===== config.mk =====
export PLATFORM = sky130hd
export DESIGN_NAME = sar_adc_sequencer
export DESIGN_NICKNAME = d
export VERILOG_FILES = /design/src/sar_adc_pkg.sv /design/src/sar_clock_tick.sv /design/src/sar_adc_sequencer.sv
export SDC_FILE = /design/constraint.sdc
export NUM_CORES = 1
export LEC_CHECK = 0
export CAP_MARGIN = 25
export CORE_MARGIN = 4
export CORE_UTILIZATION = 50
export DETAILED_ROUTE_END_ITERATION = 10
export DONT_BUFFER_PORTS = 1
export SYNTH_ARGS = -nofsm -noshare
export SYNTH_HDL_FRONTEND = slang
export SYNTH_SLANG_ARGS = --single-unit

===== constraint.sdc =====
create_clock -name clk_i -period 3.34 [get_ports clk_i]
set_clock_uncertainty 0.05 [all_clocks]
set_input_delay 0.167 -clock clk_i [delete_from_list [all_inputs] [get_ports clk_i]]
set_output_delay 0.167 -clock clk_i [all_outputs]
set_load 0.02 [all_outputs]

===== src/sar_adc_pkg.sv =====
// package of register map, fields and timing constants for the sar sequencer
package sar_adc_pkg;
  localparam logic [7:0] CTRL_STATUS_OFFSET = 8'h6c;
  localparam logic [7:0] SETUP_OFFSET       = 8'h6d;
  localparam logic [7:0] RESULT_HIGH_OFFSET = 8'h6e;
  localparam logic [7:0] RESULT_LOW_OFFSET  = 8'h6f;
  localparam logic [7:0] AMP_ROUTE_OFFSET   = 8'h70;
  localparam logic [7:0] CTRL_STATUS_RESET  = 8'h00;
  localparam logic [7:0] SETUP_RESET        = 8'h00;
  // control/status field positions
  localparam int CS_CHAN_MSB  = 7;
  localparam int CS_CHAN_LSB  = 4;
  localparam int CS_DONE_BIT  = 3;
  localparam int CS_BUSY_BIT  = 2;
  localparam int CS_REFSW_BIT = 1;
  localparam int CS_START_BIT = 0;
  // setup field positions
  localparam int SU_PREC8_BIT = 7;
  localparam int SU_SAMP_MSB  = 6;
  localparam int SU_SAMP_LSB  = 5;
  localparam int SU_TSRC_BIT  = 4;
  localparam int SU_IRQE_BIT  = 3;
  localparam int SU_CONT_BIT  = 2;
  localparam int SU_DIV_MSB   = 1;
  localparam int SU_DIV_LSB   = 0;
  localparam int AR_ROUTE_BIT = 0;
  localparam int RESULT_BITS  = 10;
  localparam logic [4:0] AMP_CHANNEL = 5'h10;
  // sampling length in input-clock periods, per sampling select code
  localparam logic [4:0] SAMP_CODE0 = 5'h04;
  localparam logic [4:0] SAMP_CODE1 = 5'h07;
  localparam logic [4:0] SAMP_CODE2 = 5'h0a;
  localparam logic [4:0] SAMP_CODE3 = 5'h10;
  typedef enum logic [1:0] {
    ST_IDLE    = 2'b00,
    ST_SAMPLE  = 2'b01,
    ST_CONVERT = 2'b10
  } seq_state_type;
endpackage


===== src/sar_clock_tick.sv =====
`timescale 1ns/1ps
// prescaler tick generator giving the converter input-clock enable
module sar_clock_tick (
  // clock and reset
  input  wire logic       clk_i,
  input  wire logic       rst_n_i,
  // divide select: 1, 2, 4 or 8
  input  wire logic [1:0] div_sel_i,
  // one-cycle tick at the selected rate
  output logic            tick_o
);
  logic [2:0] count_reg;
  logic [2:0] mask;

  always_comb begin
    case (div_sel_i)
      2'b00:   mask = 3'h0;
      2'b01:   mask = 3'h1;
      2'b10:   mask = 3'h3;
      default: mask = 3'h7;
    endcase
  end

  always_ff @(posedge clk_i or negedge rst_n_i) begin
    if (!rst_n_i) begin
      count_reg <= 3'h0;
    end else begin
      count_reg <= count_reg + 3'h1;
    end
  end

  always_ff @(posedge clk_i or negedge rst_n_i) begin
    if (!rst_n_i) begin
      tick_o <= 1'b0;
    end else begin
      tick_o <= ((count_reg & mask) == mask);
    end
  end
endmodule // sar_clock_tick


===== src/sar_adc_sequencer.sv =====
// sequencer and registers of a 10-bit successive approximation converter
// Function
// - one 10-bit result per conversion
// - decide bits msb to lsb from comparator
// - set done flag when conversion ends
// - start by software, timer or trigger pin
// - 10-bit: two high bits, eight low bits
// - 8-bit mode: upper eight bits in low
// - sample and hold right after start
// - trigger source select only when continuous
// - run from prescaler clock, not oscillator
// - sixteen channels, one routed per conversion
// - unselected analog pins stay general purpose
// - conversion speed programmable by software
// - amplifier selectable as channel sixteen
// - done cleared by zero, rmw reads one
// - software start while busy restarts, reads zero
// - software start ignored when continuous
// - irq only when done and enable
`timescale 1ns/1ps
module sar_adc_sequencer
  import sar_adc_pkg::*;
#(
  parameter int RESULT_WIDTH = sar_adc_pkg::RESULT_BITS
) (
  // clock and reset
  input  wire logic       clk_i,
  input  wire logic       rst_n_i,
  // register port
  input  wire logic [7:0] addr_i,
  input  wire logic [7:0] wdata_i,
  input  wire logic       wr_i,
  input  wire logic       rd_i,
  input  wire logic       rmw_i,
  output logic [7:0]      rdata_o,
  // trigger inputs from pins and timer
  input  wire logic       external_trigger_pin_i,
  input  wire logic       composite_timer_output_i,
  // analog front end
  input  wire logic       comparator_i,
  output logic [4:0]      channel_o,
  output logic            sample_hold_o,
  output logic [9:0]      dac_code_o,
  output logic            reference_switch_control_o,
  output logic            conversion_busy_o,
  // interrupt request
  output logic            irq_o
);
  import sar_adc_pkg::*;

  logic       rst_meta_reg;
  logic       rst_sync_reg;
  logic [2:0] ext_sync_reg;
  logic [2:0] tim_sync_reg;
  logic       ext_level_reg;
  logic       tim_level_reg;
  logic       trig_prev_reg;
  logic       ext_agree;
  logic       tim_agree;
  logic       trig_sel;
  logic       trig_rise;

  logic [3:0] channel_select_reg;
  logic       conversion_done_flag_reg;
  logic       reference_switch_reg;
  logic [7:0] setup_reg;
  logic       amplifier_route_select_reg;
  logic [1:0] result_high_reg;
  logic [7:0] result_low_reg;

  seq_state_type state_reg;
  logic [4:0]    samp_count_reg;
  logic [3:0]    bit_index_reg;
  logic [9:0]    sar_reg;
  logic [9:0]    trial;
  logic [4:0]    samp_len;
  logic          tick;
  logic          cont_mode;
  logic          sw_start;
  logic          start;
  logic          finish;
  logic          done_clear;
  logic          decide;

  // reset release through two flip-flops
  always_ff @(posedge clk_i or negedge rst_n_i) begin
    if (!rst_n_i) begin
      rst_meta_reg <= 1'b0;
      rst_sync_reg <= 1'b0;
    end else begin
      rst_meta_reg <= 1'b1;
      rst_sync_reg <= rst_meta_reg;
    end
  end

  // prescaled input clock enable, speed chosen by software
  sar_clock_tick u_tick (
    .clk_i     (clk_i),
    .rst_n_i   (rst_sync_reg),
    .div_sel_i (setup_reg[SU_DIV_MSB:SU_DIV_LSB]),
    .tick_o    (tick)
  );

  // trigger inputs pass three flip-flops
  always_ff @(posedge clk_i or negedge rst_sync_reg) begin
    if (!rst_sync_reg) begin
      ext_sync_reg <= 3'h0;
      tim_sync_reg <= 3'h0;
    end else begin
      ext_sync_reg <= {ext_sync_reg[1:0], external_trigger_pin_i};
      tim_sync_reg <= {tim_sync_reg[1:0], composite_timer_output_i};
    end
  end

  assign ext_agree = (ext_sync_reg[1] == ext_sync_reg[2]);
  assign tim_agree = (tim_sync_reg[1] == tim_sync_reg[2]);

  always_ff @(posedge clk_i or negedge rst_sync_reg) begin
    if (!rst_sync_reg) begin
      ext_level_reg <= 1'b0;
      tim_level_reg <= 1'b0;
    end else begin
      if (ext_agree) begin
        ext_level_reg <= ext_sync_reg[2];
      end
      if (tim_agree) begin
        tim_level_reg <= tim_sync_reg[2];
      end
    end
  end

  assign cont_mode = setup_reg[SU_CONT_BIT];
  // source select matters only in continuous mode
  assign trig_sel = setup_reg[SU_TSRC_BIT] ? tim_level_reg
                                           : ext_level_reg;

  always_ff @(posedge clk_i or negedge rst_sync_reg) begin
    if (!rst_sync_reg) begin
      trig_prev_reg <= 1'b0;
    end else begin
      trig_prev_reg <= trig_sel;
    end
  end

  // strobe and address decode shared by the start and clear paths
  function automatic logic reg_hit(input logic       strobe,
                                   input logic [7:0] addr,
                                   input logic [7:0] offset);
    reg_hit = strobe && (addr == offset);
  endfunction

  assign trig_rise = cont_mode && trig_sel && !trig_prev_reg;
  assign sw_start  = reg_hit(wr_i, addr_i, CTRL_STATUS_OFFSET)
                     && wdata_i[CS_START_BIT]
                     && !cont_mode;
  // a software start restarts a running conversion
  assign start     = sw_start
                     || (trig_rise && state_reg == ST_IDLE);
  assign done_clear = reg_hit(wr_i, addr_i, CTRL_STATUS_OFFSET)
                      && !wdata_i[CS_DONE_BIT];

  always_comb begin
    case (setup_reg[SU_SAMP_MSB:SU_SAMP_LSB])
      2'b00:   samp_len = SAMP_CODE0;
      2'b01:   samp_len = SAMP_CODE1;
      2'b10:   samp_len = SAMP_CODE2;
      default: samp_len = SAMP_CODE3;
    endcase
  end

  // trial code: keep decided bits, set the bit under test
  always_comb begin
    trial = sar_reg;
    trial[bit_index_reg] = 1'b1;
  end

  // decide a bit only once its trial code stands at the comparator;
  // at divide one this costs a second cycle per bit
  assign decide = tick && (dac_code_o == trial);

  assign finish = (state_reg == ST_CONVERT) && decide
                  && (bit_index_reg == 4'h0);

  // sequencer state
  always_ff @(posedge clk_i or negedge rst_sync_reg) begin
    if (!rst_sync_reg) begin
      state_reg      <= ST_IDLE;
      samp_count_reg <= 5'h00;
      bit_index_reg  <= 4'h0;
      sar_reg        <= 10'h000;
    end else if (start) begin
      // a restart drops the partial code; results keep the last value
      state_reg      <= ST_SAMPLE;
      samp_count_reg <= 5'h00;
      bit_index_reg  <= 4'(RESULT_WIDTH - 1);
      sar_reg        <= 10'h000;
    end else begin
      case (state_reg)
        ST_SAMPLE: begin
          // hold the input for the programmed number of ticks
          if (tick) begin
            if (samp_count_reg == samp_len - 5'h01) begin
              state_reg <= ST_CONVERT;
            end else begin
              samp_count_reg <= samp_count_reg + 5'h01;
            end
          end
        end
        ST_CONVERT: begin
          if (decide) begin
            // comparator high means input at or above trial
            sar_reg[bit_index_reg] <= comparator_i;
            if (bit_index_reg == 4'h0) begin
              state_reg <= ST_IDLE;
            end else begin
              bit_index_reg <= bit_index_reg - 4'h1;
            end
          end
        end
        ST_IDLE: begin
          state_reg <= ST_IDLE;
        end
        default: begin
          state_reg <= ST_IDLE;
        end
      endcase
    end
  end

  // both result registers load in the same edge at the end
  always_ff @(posedge clk_i or negedge rst_sync_reg) begin
    if (!rst_sync_reg) begin
      result_high_reg <= 2'h0;
      result_low_reg  <= 8'h00;
    end else if (finish) begin
      if (setup_reg[SU_PREC8_BIT]) begin
        result_high_reg <= 2'h0;
        result_low_reg  <= sar_reg[9:2];
      end else begin
        result_high_reg <= sar_reg[9:8];
        result_low_reg  <= {sar_reg[7:1], comparator_i};
      end
    end
  end

  // done flag: set wins over a clearing write
  always_ff @(posedge clk_i or negedge rst_sync_reg) begin
    if (!rst_sync_reg) begin
      conversion_done_flag_reg <= CTRL_STATUS_RESET[CS_DONE_BIT];
    end else if (finish) begin
      conversion_done_flag_reg <= 1'b1;
    end else if (done_clear) begin
      conversion_done_flag_reg <= 1'b0;
    end
  end

  // software control fields
  always_ff @(posedge clk_i or negedge rst_sync_reg) begin
    if (!rst_sync_reg) begin
      channel_select_reg   <= CTRL_STATUS_RESET[CS_CHAN_MSB:CS_CHAN_LSB];
      reference_switch_reg <= CTRL_STATUS_RESET[CS_REFSW_BIT];
      setup_reg            <= SETUP_RESET;
      amplifier_route_select_reg <= 1'b0;
    end else if (wr_i) begin
      case (addr_i)
        CTRL_STATUS_OFFSET: begin
          channel_select_reg   <= wdata_i[CS_CHAN_MSB:CS_CHAN_LSB];
          reference_switch_reg <= wdata_i[CS_REFSW_BIT];
        end
        SETUP_OFFSET: begin
          setup_reg <= wdata_i;
        end
        AMP_ROUTE_OFFSET: begin
          amplifier_route_select_reg <= wdata_i[AR_ROUTE_BIT];
        end
        default: begin
          setup_reg <= setup_reg;
        end
      endcase
    end
  end

  // read data, one cycle after the strobe
  always_ff @(posedge clk_i or negedge rst_sync_reg) begin
    if (!rst_sync_reg) begin
      rdata_o <= 8'h00;
    end else if (rd_i) begin
      case (addr_i)
        CTRL_STATUS_OFFSET: begin
          rdata_o <= {channel_select_reg,
                      conversion_done_flag_reg || rmw_i,
                      state_reg != ST_IDLE,
                      reference_switch_reg,
                      1'b0};
        end
        SETUP_OFFSET:       rdata_o <= setup_reg;
        RESULT_HIGH_OFFSET: rdata_o <= {6'h00, result_high_reg};
        RESULT_LOW_OFFSET:  rdata_o <= result_low_reg;
        AMP_ROUTE_OFFSET:   rdata_o <= {7'h00, amplifier_route_select_reg};
        default:            rdata_o <= 8'h00;
      endcase
    end else begin
      rdata_o <= 8'h00;
    end
  end

  // analog side outputs, all registered
  always_ff @(posedge clk_i or negedge rst_sync_reg) begin
    if (!rst_sync_reg) begin
      channel_o                  <= 5'h00;
      sample_hold_o              <= 1'b0;
      dac_code_o                 <= 10'h000;
      reference_switch_control_o <= 1'b0;
    end else begin
      // only the selected channel is switched; others remain ports
      channel_o <= amplifier_route_select_reg ? AMP_CHANNEL
                   : {1'b0, channel_select_reg};
      sample_hold_o <= start || (state_reg == ST_SAMPLE && !(tick
                       && samp_count_reg == samp_len - 5'h01));
      // no trial code while sampling, on a restart or after the last bit
      dac_code_o <= (state_reg == ST_CONVERT && !start && !finish)
                    ? trial : 10'h000;
      reference_switch_control_o <= reference_switch_reg;
    end
  end

  // status outputs track the sequencer and the done flag
  always_ff @(posedge clk_i or negedge rst_sync_reg) begin
    if (!rst_sync_reg) begin
      conversion_busy_o <= 1'b0;
      irq_o             <= 1'b0;
    end else begin
      conversion_busy_o <= start
                           || (state_reg != ST_IDLE && !finish);
      irq_o <= (conversion_done_flag_reg || finish) && !(done_clear && !finish)
               && setup_reg[SU_IRQE_BIT];
    end
  end
endmodule // sar_adc_sequencer


==> flow_metrics.env, run 1 <==
export IMPL_cts_sinks=88
export IMPL_drc=0
export IMPL_setup_viol_count_final=0
export IMPL_reg2reg_depth=7
export IMPL_cp_end_kind="flip-flop"
export IMPL_die_area_um2=9780
export IMPL_max_vdd_ir_drop_v=0.000355
export IMPL_pwr_density_cell_nw_per_um2=706
export IMPL_synth_nets=393
export IMPL_ys_flop_type="dfrtp_1"
export IMPL_grt_max_degree=46
export IMPL_finalSetupTns_ps=0
export IMPL_synth_top_area_cell="dfrtp_1"
export IMPL_synthToLayoutAreaGrowth_pct=11.5
export IMPL_gp_congestion=0.850
export IMPL_clock_power_share_pct=21.4
export IMPL_final_period_utilization_pct=88.1
export IMPL_ant_nets=0
export IMPL_rsz0062_at_grt="false"
export IMPL_critPathKind="reg2reg"
export IMPL_slew_headroom_pct=36.9
export IMPL_r2r_start="bit_index_reg[2]"
export IMPL_grt_pass1_wl_mm=15.5
export IMPL_row_count=32
export IMPL_cts_tree="done"
export IMPL_nets=413
export IMPL_yosysMostFrequentCell="dfrtp_1"
export IMPL_reg2reg_to="dac_code_o[1]"
export IMPL_initial_core_util_pct=52.4
export IMPL_grt_ovfl_total=0
export IMPL_synth_cell_type_count=58
export IMPL_worstPathArrival_ps=3140
export IMPL_period_needed_ps=2940
export IMPL_p_int_w=0.00196
export IMPL_synth_area_top_cells="dfrtp_1, mux2_2, nor2_1, mux2_1, nand2_1"
export IMPL_cpMaxStageDelayCell="dfrtp_1"
export IMPL_synth_top_area_share_pct=53.3
export IMPL_worst_slew_pin_slew_ps=940
export IMPL_cts_resized=0
export IMPL_antenna_cells=0
export IMPL_switching_share_pct=39.7
export IMPL_numCtsBuffers=9
export IMPL_core_area_um2=7890
export IMPL_holdPathEnd="result_low_reg[0]"
export IMPL_root_buffer="clkbuf_8"
export IMPL_status="finished clean"
export IMPL_p_leak_nw=2.10
export IMPL_hp_start="comparator_i"
export IMPL_hold_violations=0
export IMPL_synth_edf_count=0
export IMPL_die_w_um=98.9
export IMPL_h_tree_depth=3
export IMPL_dp_final_hpwl_mm=6.41
export IMPL_layout_drive_gt1_share_pct=15.2
export IMPL_cap_viol_max_count=0
export IMPL_postRouteWirelength_mm=9.22
export IMPL_pwr_share_comb_pct=31.3
export IMPL_post_drt_wl_per_cell_um=18.8
export IMPL_crit_path_cell_trace="nor2b_1 > a221o_1 > o2111a_1 > nand4_1 > o211ai_1 > buf_4 > nor2_1"
export IMPL_max_freq_mhz=340
export IMPL_antenna_found_initial=0
export IMPL_drtPass1Iterations=4
export IMPL_total_power_w=0.00325
export IMPL_die_h_um=98.9
export IMPL_crit_required_ps=3540
export IMPL_final_util_pct=58.4
export IMPL_syn_area_um2=4130
export IMPL_maxSlewViolCount=0
export IMPL_synth_seq_area_share_pct=53.3
export IMPL_synthCells=363
export IMPL_yosysWarningCount=0
export IMPL_rrSetupSlack_ps=400
export IMPL_critPathLaunchType="flip-flop"
export IMPL_vias=2854
export IMPL_hold_path_class="in2reg"
export IMPL_viasPerCell=5.82
export IMPL_ys_top_cells_by_count="dfrtp_1, nor2_1, mux2_2"
export IMPL_cts_clk_slew_worst_paths_ps=100
export IMPL_timing_critical_path_fanout_max=14
export IMPL_grt_pass1_vias=2870
export IMPL_io_buffers=0
export IMPL_synth_async_reset_ratio_pct=100
export IMPL_power_switching_w=0.00129
export IMPL_ios=51
export IMPL_grt_total_usage_pct=20.0
export IMPL_worstHoldPathCells=2
export IMPL_cts_buffer_depth=2
export IMPL_ys_ff_latch=88
export IMPL_drtIter0Drc=145
export IMPL_seqPwrFrac_pct=47.3
export IMPL_syn_area_per_cell_um2=11.4
export IMPL_clock_latency_ps=360
export IMPL_critPathMaxStageDelay_ps=650
[power groups by stage]
| stage | registers [W] | clock network [W] | logic [W] |
|---|---|---|---|
| after CTS | 0.00153 | 0.000716 | 0.00101 |
| after detailed placement | 0.00155 | 0 | 0.000985 |
| final | 0.00154 | 0.000697 | 0.00102 |
| after global routing | 0.00157 | 0.000762 | 0.00113 |
| after global placement | 0.00156 | 0 | 0.000950 |
| after floorplan | 0.00145 | 0 | 0.000819 |
[worst max-delay path by stage]
stage / from / end / slack, ps
after floorplan: rst_sync_reg / amplifier_route_select_reg / 660
after detailed placement: bit_index_reg[0] / dac_code_o[4] / 440
final: bit_index_reg[2] / dac_code_o[1] / 400
after global placement: bit_index_reg[0] / dac_code_o[6] / 560
after global routing: bit_index_reg[2] / dac_code_o[4] / 140
after CTS: bit_index_reg[0] / dac_code_o[4] / 420
[area by class of cell]
type / instances / area [um^2]
multi-input cells: 253 / 1820
fillers: 649 / 3280
repair buffers: 22 / 230
inverters: 9 / 33.8
flip-flops and latches: 88 / 2210
clock inverters: 5 / 41.3
well taps: 102 / 128
clock buffers: 11 / 141
[cell families after synthesis]
family | Yosys count | synth area share, %
AO/OA/AOI/OAI | 55 | 9.06
XOR/XNOR | 6 | 1.27
adder cells (fa/ha/maj) | 8 | 2.30
buffers and inverters | 22 | 2.54
flip-flops | 88 | 53.3
multiplexers | 48 | 13.1
other | 1 | 0.0908
AND/OR/NAND/NOR | 135 | 18.3
[worst max-delay path: cells and delay by family (launching register included)]
| family | cells | cell delay (ps) |
|---|---|---|
| flip-flops | 1 | 650 |
| buffers and inverters | 1 | 240 |
| AO/OA/AOI/OAI | 3 | 1110 |
| AND/OR/NAND/NOR | 3 | 770 |
[repair_timing]
action	CTS	global route
setup buffers	0	0
hold endpoints to repair	28	0
hold buffers	18	0
[placed cells by master (no fill, tap or decap), types with 5 or more instances in the layout]
master / n
dfrtp_1: 87
nor2_1: 35
mux2_2: 29
nand2_1: 25
dlygate4sd3_1: 18
o21ai_0: 15
nor2b_1: 13
mux2_1: 10
clkbuf_8: 10
inv_1: 9
a21oi_1: 8
nand3_1: 8
mux2i_1: 8
nand4_1: 7
and3b_1: 6
o211ai_1: 6
ha_1: 6
nor3b_1: 5
nor3_1: 5
a22oi_1: 5
xnor2_1: 5
[metal layers]
layer / part of all wire [%] / track usage (%)
met1: 47 / 28.1
met2: 46 / 30.6
met3: 5.7 / 4.88
met4: 1.2 / 6.30
met5: 0 / 0
[through the flow]
step	hold slack [ps]	area, um^2	setup slack, ps	std cells
6_report	24.1	4600	398	490
5_1_grt	17.1	4600	138	490
4_1_cts	12.9	4600	422	490
3_5_place_dp	-179	4240	438	456
3_3_place_gp	-179	4210	557	455
2_1_floorplan	-179	4130	657	363
Note: power is estimated with default switching activity, not from simulation.
==> run 2, diff against run 1 <==
--- a/constraint.sdc
+++ b/constraint.sdc
@@ -3,3 +3,3 @@
 set_input_delay 0.167 -clock clk_i [delete_from_list [all_inputs] [get_ports clk_i]]
 set_output_delay 0.167 -clock clk_i [all_outputs]
-set_load 0.02 [all_outputs]
+set_load 0.01 [all_outputs]
==> run 2 against run 1 <==
Effect of this change: via count is 0.21% lower; sequential cell count stayed put; non-clock buffer count stayed put; combinational power hardly changed; core utilization is 0.16 points higher; register-to-register slack worse by 20 ps; critical path depth is 2 higher; cell count stayed put; clock power is 6.2% higher; hold slack better by 16 ps; largest power group unchanged; highest routed layer unchanged.
==> flow_metrics.env, run 2 (same netlist as run 1, synthesis figures left out) <==
export IMPL_grt_ovfl_total=0
export IMPL_drtPass1Iterations=4
export IMPL_p_leak_nw=2.10
export IMPL_layout_drive_gt1_share_pct=15.2
export IMPL_hp_start="comparator_i"
export IMPL_finalSetupTns_ps=0
export IMPL_setup_viol_count_final=0
export IMPL_rsz0062_at_grt="false"
export IMPL_critical_path_top_delay_family="compound AO/OA/AOI/OAI gates"
export IMPL_synthToLayoutAreaGrowth_pct=11.8
export IMPL_critPathMaxStageDelay_ps=550
export IMPL_seqPwrFrac_pct=46.0
export IMPL_postRouteWirelength_mm=9.19
export IMPL_grt_total_usage_pct=19.8
export IMPL_layout_cells_most_common_list="dfrtp_1, nor2_1, mux2_2"
export IMPL_worst_slew_pin_slew_ps=934
export IMPL_clock_latency_ps=360
export IMPL_cts_tree="done"
export IMPL_switching_share_pct=38.3
export IMPL_period_needed_ps=2970
export IMPL_antenna_found_initial=0
export IMPL_post_drt_wl_per_cell_um=18.8
export IMPL_r2r_start="bit_index_reg[1]"
export IMPL_gp_congestion=0.850
export IMPL_rrSetupSlack_ps=370
export IMPL_fillers=660
export IMPL_max_vdd_ir_drop_v=0.000357
export IMPL_nets=413
export IMPL_core_area_um2=7890
export IMPL_die_h_um=98.9
export IMPL_io_buffers=0
export IMPL_ff_latch_area_um2=2210
export IMPL_drc=0
export IMPL_reg2reg_depth=9
export IMPL_numCtsBuffers=9
export IMPL_h_tree_depth=3
export IMPL_dp_final_hpwl_mm=6.37
export IMPL_status="finished clean"
export IMPL_post_cts_buffers=0
export IMPL_crit_required_ps=3550
export IMPL_row_count=32
export IMPL_viasPerCell=5.81
export IMPL_die_area_um2=9780
export IMPL_worstHoldPathCells=2
export IMPL_clock_power_share_pct=22.7
export IMPL_layout_commonest_cell="dfrtp_1"
export IMPL_drtIter0Drc=115
export IMPL_critPathKind="reg2reg"
export IMPL_grt_pass1_wl_mm=15.3
export IMPL_hold_path_class="in2reg"
export IMPL_max_freq_mhz=337
export IMPL_initial_core_util_pct=52.4
export IMPL_critPathLaunchType="flip-flop"
export IMPL_critPathBufInv=2
export IMPL_antenna_cells=0
export IMPL_die_w_um=98.9
export IMPL_cpMaxStageDelayCell="o211ai_1"
export IMPL_cts_clk_slew_worst_paths_ps=100
export IMPL_ios=51
export IMPL_holdPathEnd="result_low_reg[0]"
export IMPL_pwr_share_comb_pct=31.3
export IMPL_root_buffer="clkbuf_8"
export IMPL_pwr_density_cell_nw_per_um2=707
export IMPL_timing_critical_path_fanout_max=6
export IMPL_multi_input_area_um2=1820
export IMPL_hold_violations=0
export IMPL_cts_buffer_depth=2
export IMPL_reg2reg_to="dac_code_o[1]"
export IMPL_grt_max_degree=46
export IMPL_cap_viol_max_count=0
export IMPL_cts_sinks=88
export IMPL_vias=2848
export IMPL_cp_end_kind="flip-flop"
export IMPL_slew_headroom_pct=37.3
export IMPL_cts_resized=0
export IMPL_power_switching_w=0.00125
export IMPL_ant_nets=0
export IMPL_maxSlewViolCount=0
export IMPL_placed_cell_area_um2=4240
export IMPL_final_period_utilization_pct=88.8
export IMPL_grt_pass1_vias=2873
export IMPL_p_int_w=0.00201
export IMPL_crit_path_cell_trace="inv_1 > ha_1 > nor3b_1 > o21a_1 > o2111a_1 > nand4_1 > o211ai_1 > buf_4 > nor2_1"
export IMPL_fin_area_um2=4620
export IMPL_cp_depth=9
export IMPL_worstPathArrival_ps=3170
[run 2: power by group through the flow]
stage               Sequential (W)  Clock (W)  Combinational, W
CTS                        0.00150   0.000758           0.00101
global placement           0.00152          0          0.000950
global route               0.00154   0.000800           0.00114
finish                     0.00150   0.000740           0.00102
floorplan                  0.00141          0          0.000819
detailed placement         0.00152          0          0.000989
[run 2: layer usage]
layer	wire length [um]	part of all wire, %	track usage, %	up-vias
met5	0	0	0	-
met4	233	2.5	8.19	0
met3	564	6.1	4.32	15
met2	4130	45	29.5	81
met1	4270	46	28.1	1403
li1	-	-	-	1349
[run 2: final cells by class]
cell class	instances	area share, %
clock buffer	10	2.76
clock inverter	6	1.46
inverter	9	0.732
multi-input combinational	253	39.5
sequential	88	47.8
tap	102	2.76
timing repair buffer	22	4.99
[run 2: worst max path at each step]
stage	start	to	slack, ps
final	bit_index_reg[1]	dac_code_o[1]	370
after global routing	bit_index_reg[2]	dac_code_o[9]	140
after CTS	bit_index_reg[1]	dac_code_o[6]	420
after detailed placement	bit_index_reg[1]	dac_code_o[6]	450
after global placement	bit_index_reg[0]	dac_code_o[6]	560
after floorplan	rst_sync_reg	amplifier_route_select_reg	660
[run 2: what timing repair did]
item	4_1_cts	5_1_grt
hold buffers	18	0
endpoints found under the setup margin	0	0
hold endpoints to repair	28	0
[run 2: per-stage QoR]
step           util (%)  hold WS, ps  std cells  total power [W]  setup slack (ps)
6_report           58.5         40.5        490          0.00326               374
5_1_grt            58.5         31.6        490          0.00348               143
4_1_cts            58.5         22.7        490          0.00327               418
3_5_place_dp       53.8         -179        456          0.00251               453
3_3_place_gp       53.4         -179        455          0.00247               557
2_1_floorplan         -         -179        363          0.00223               657
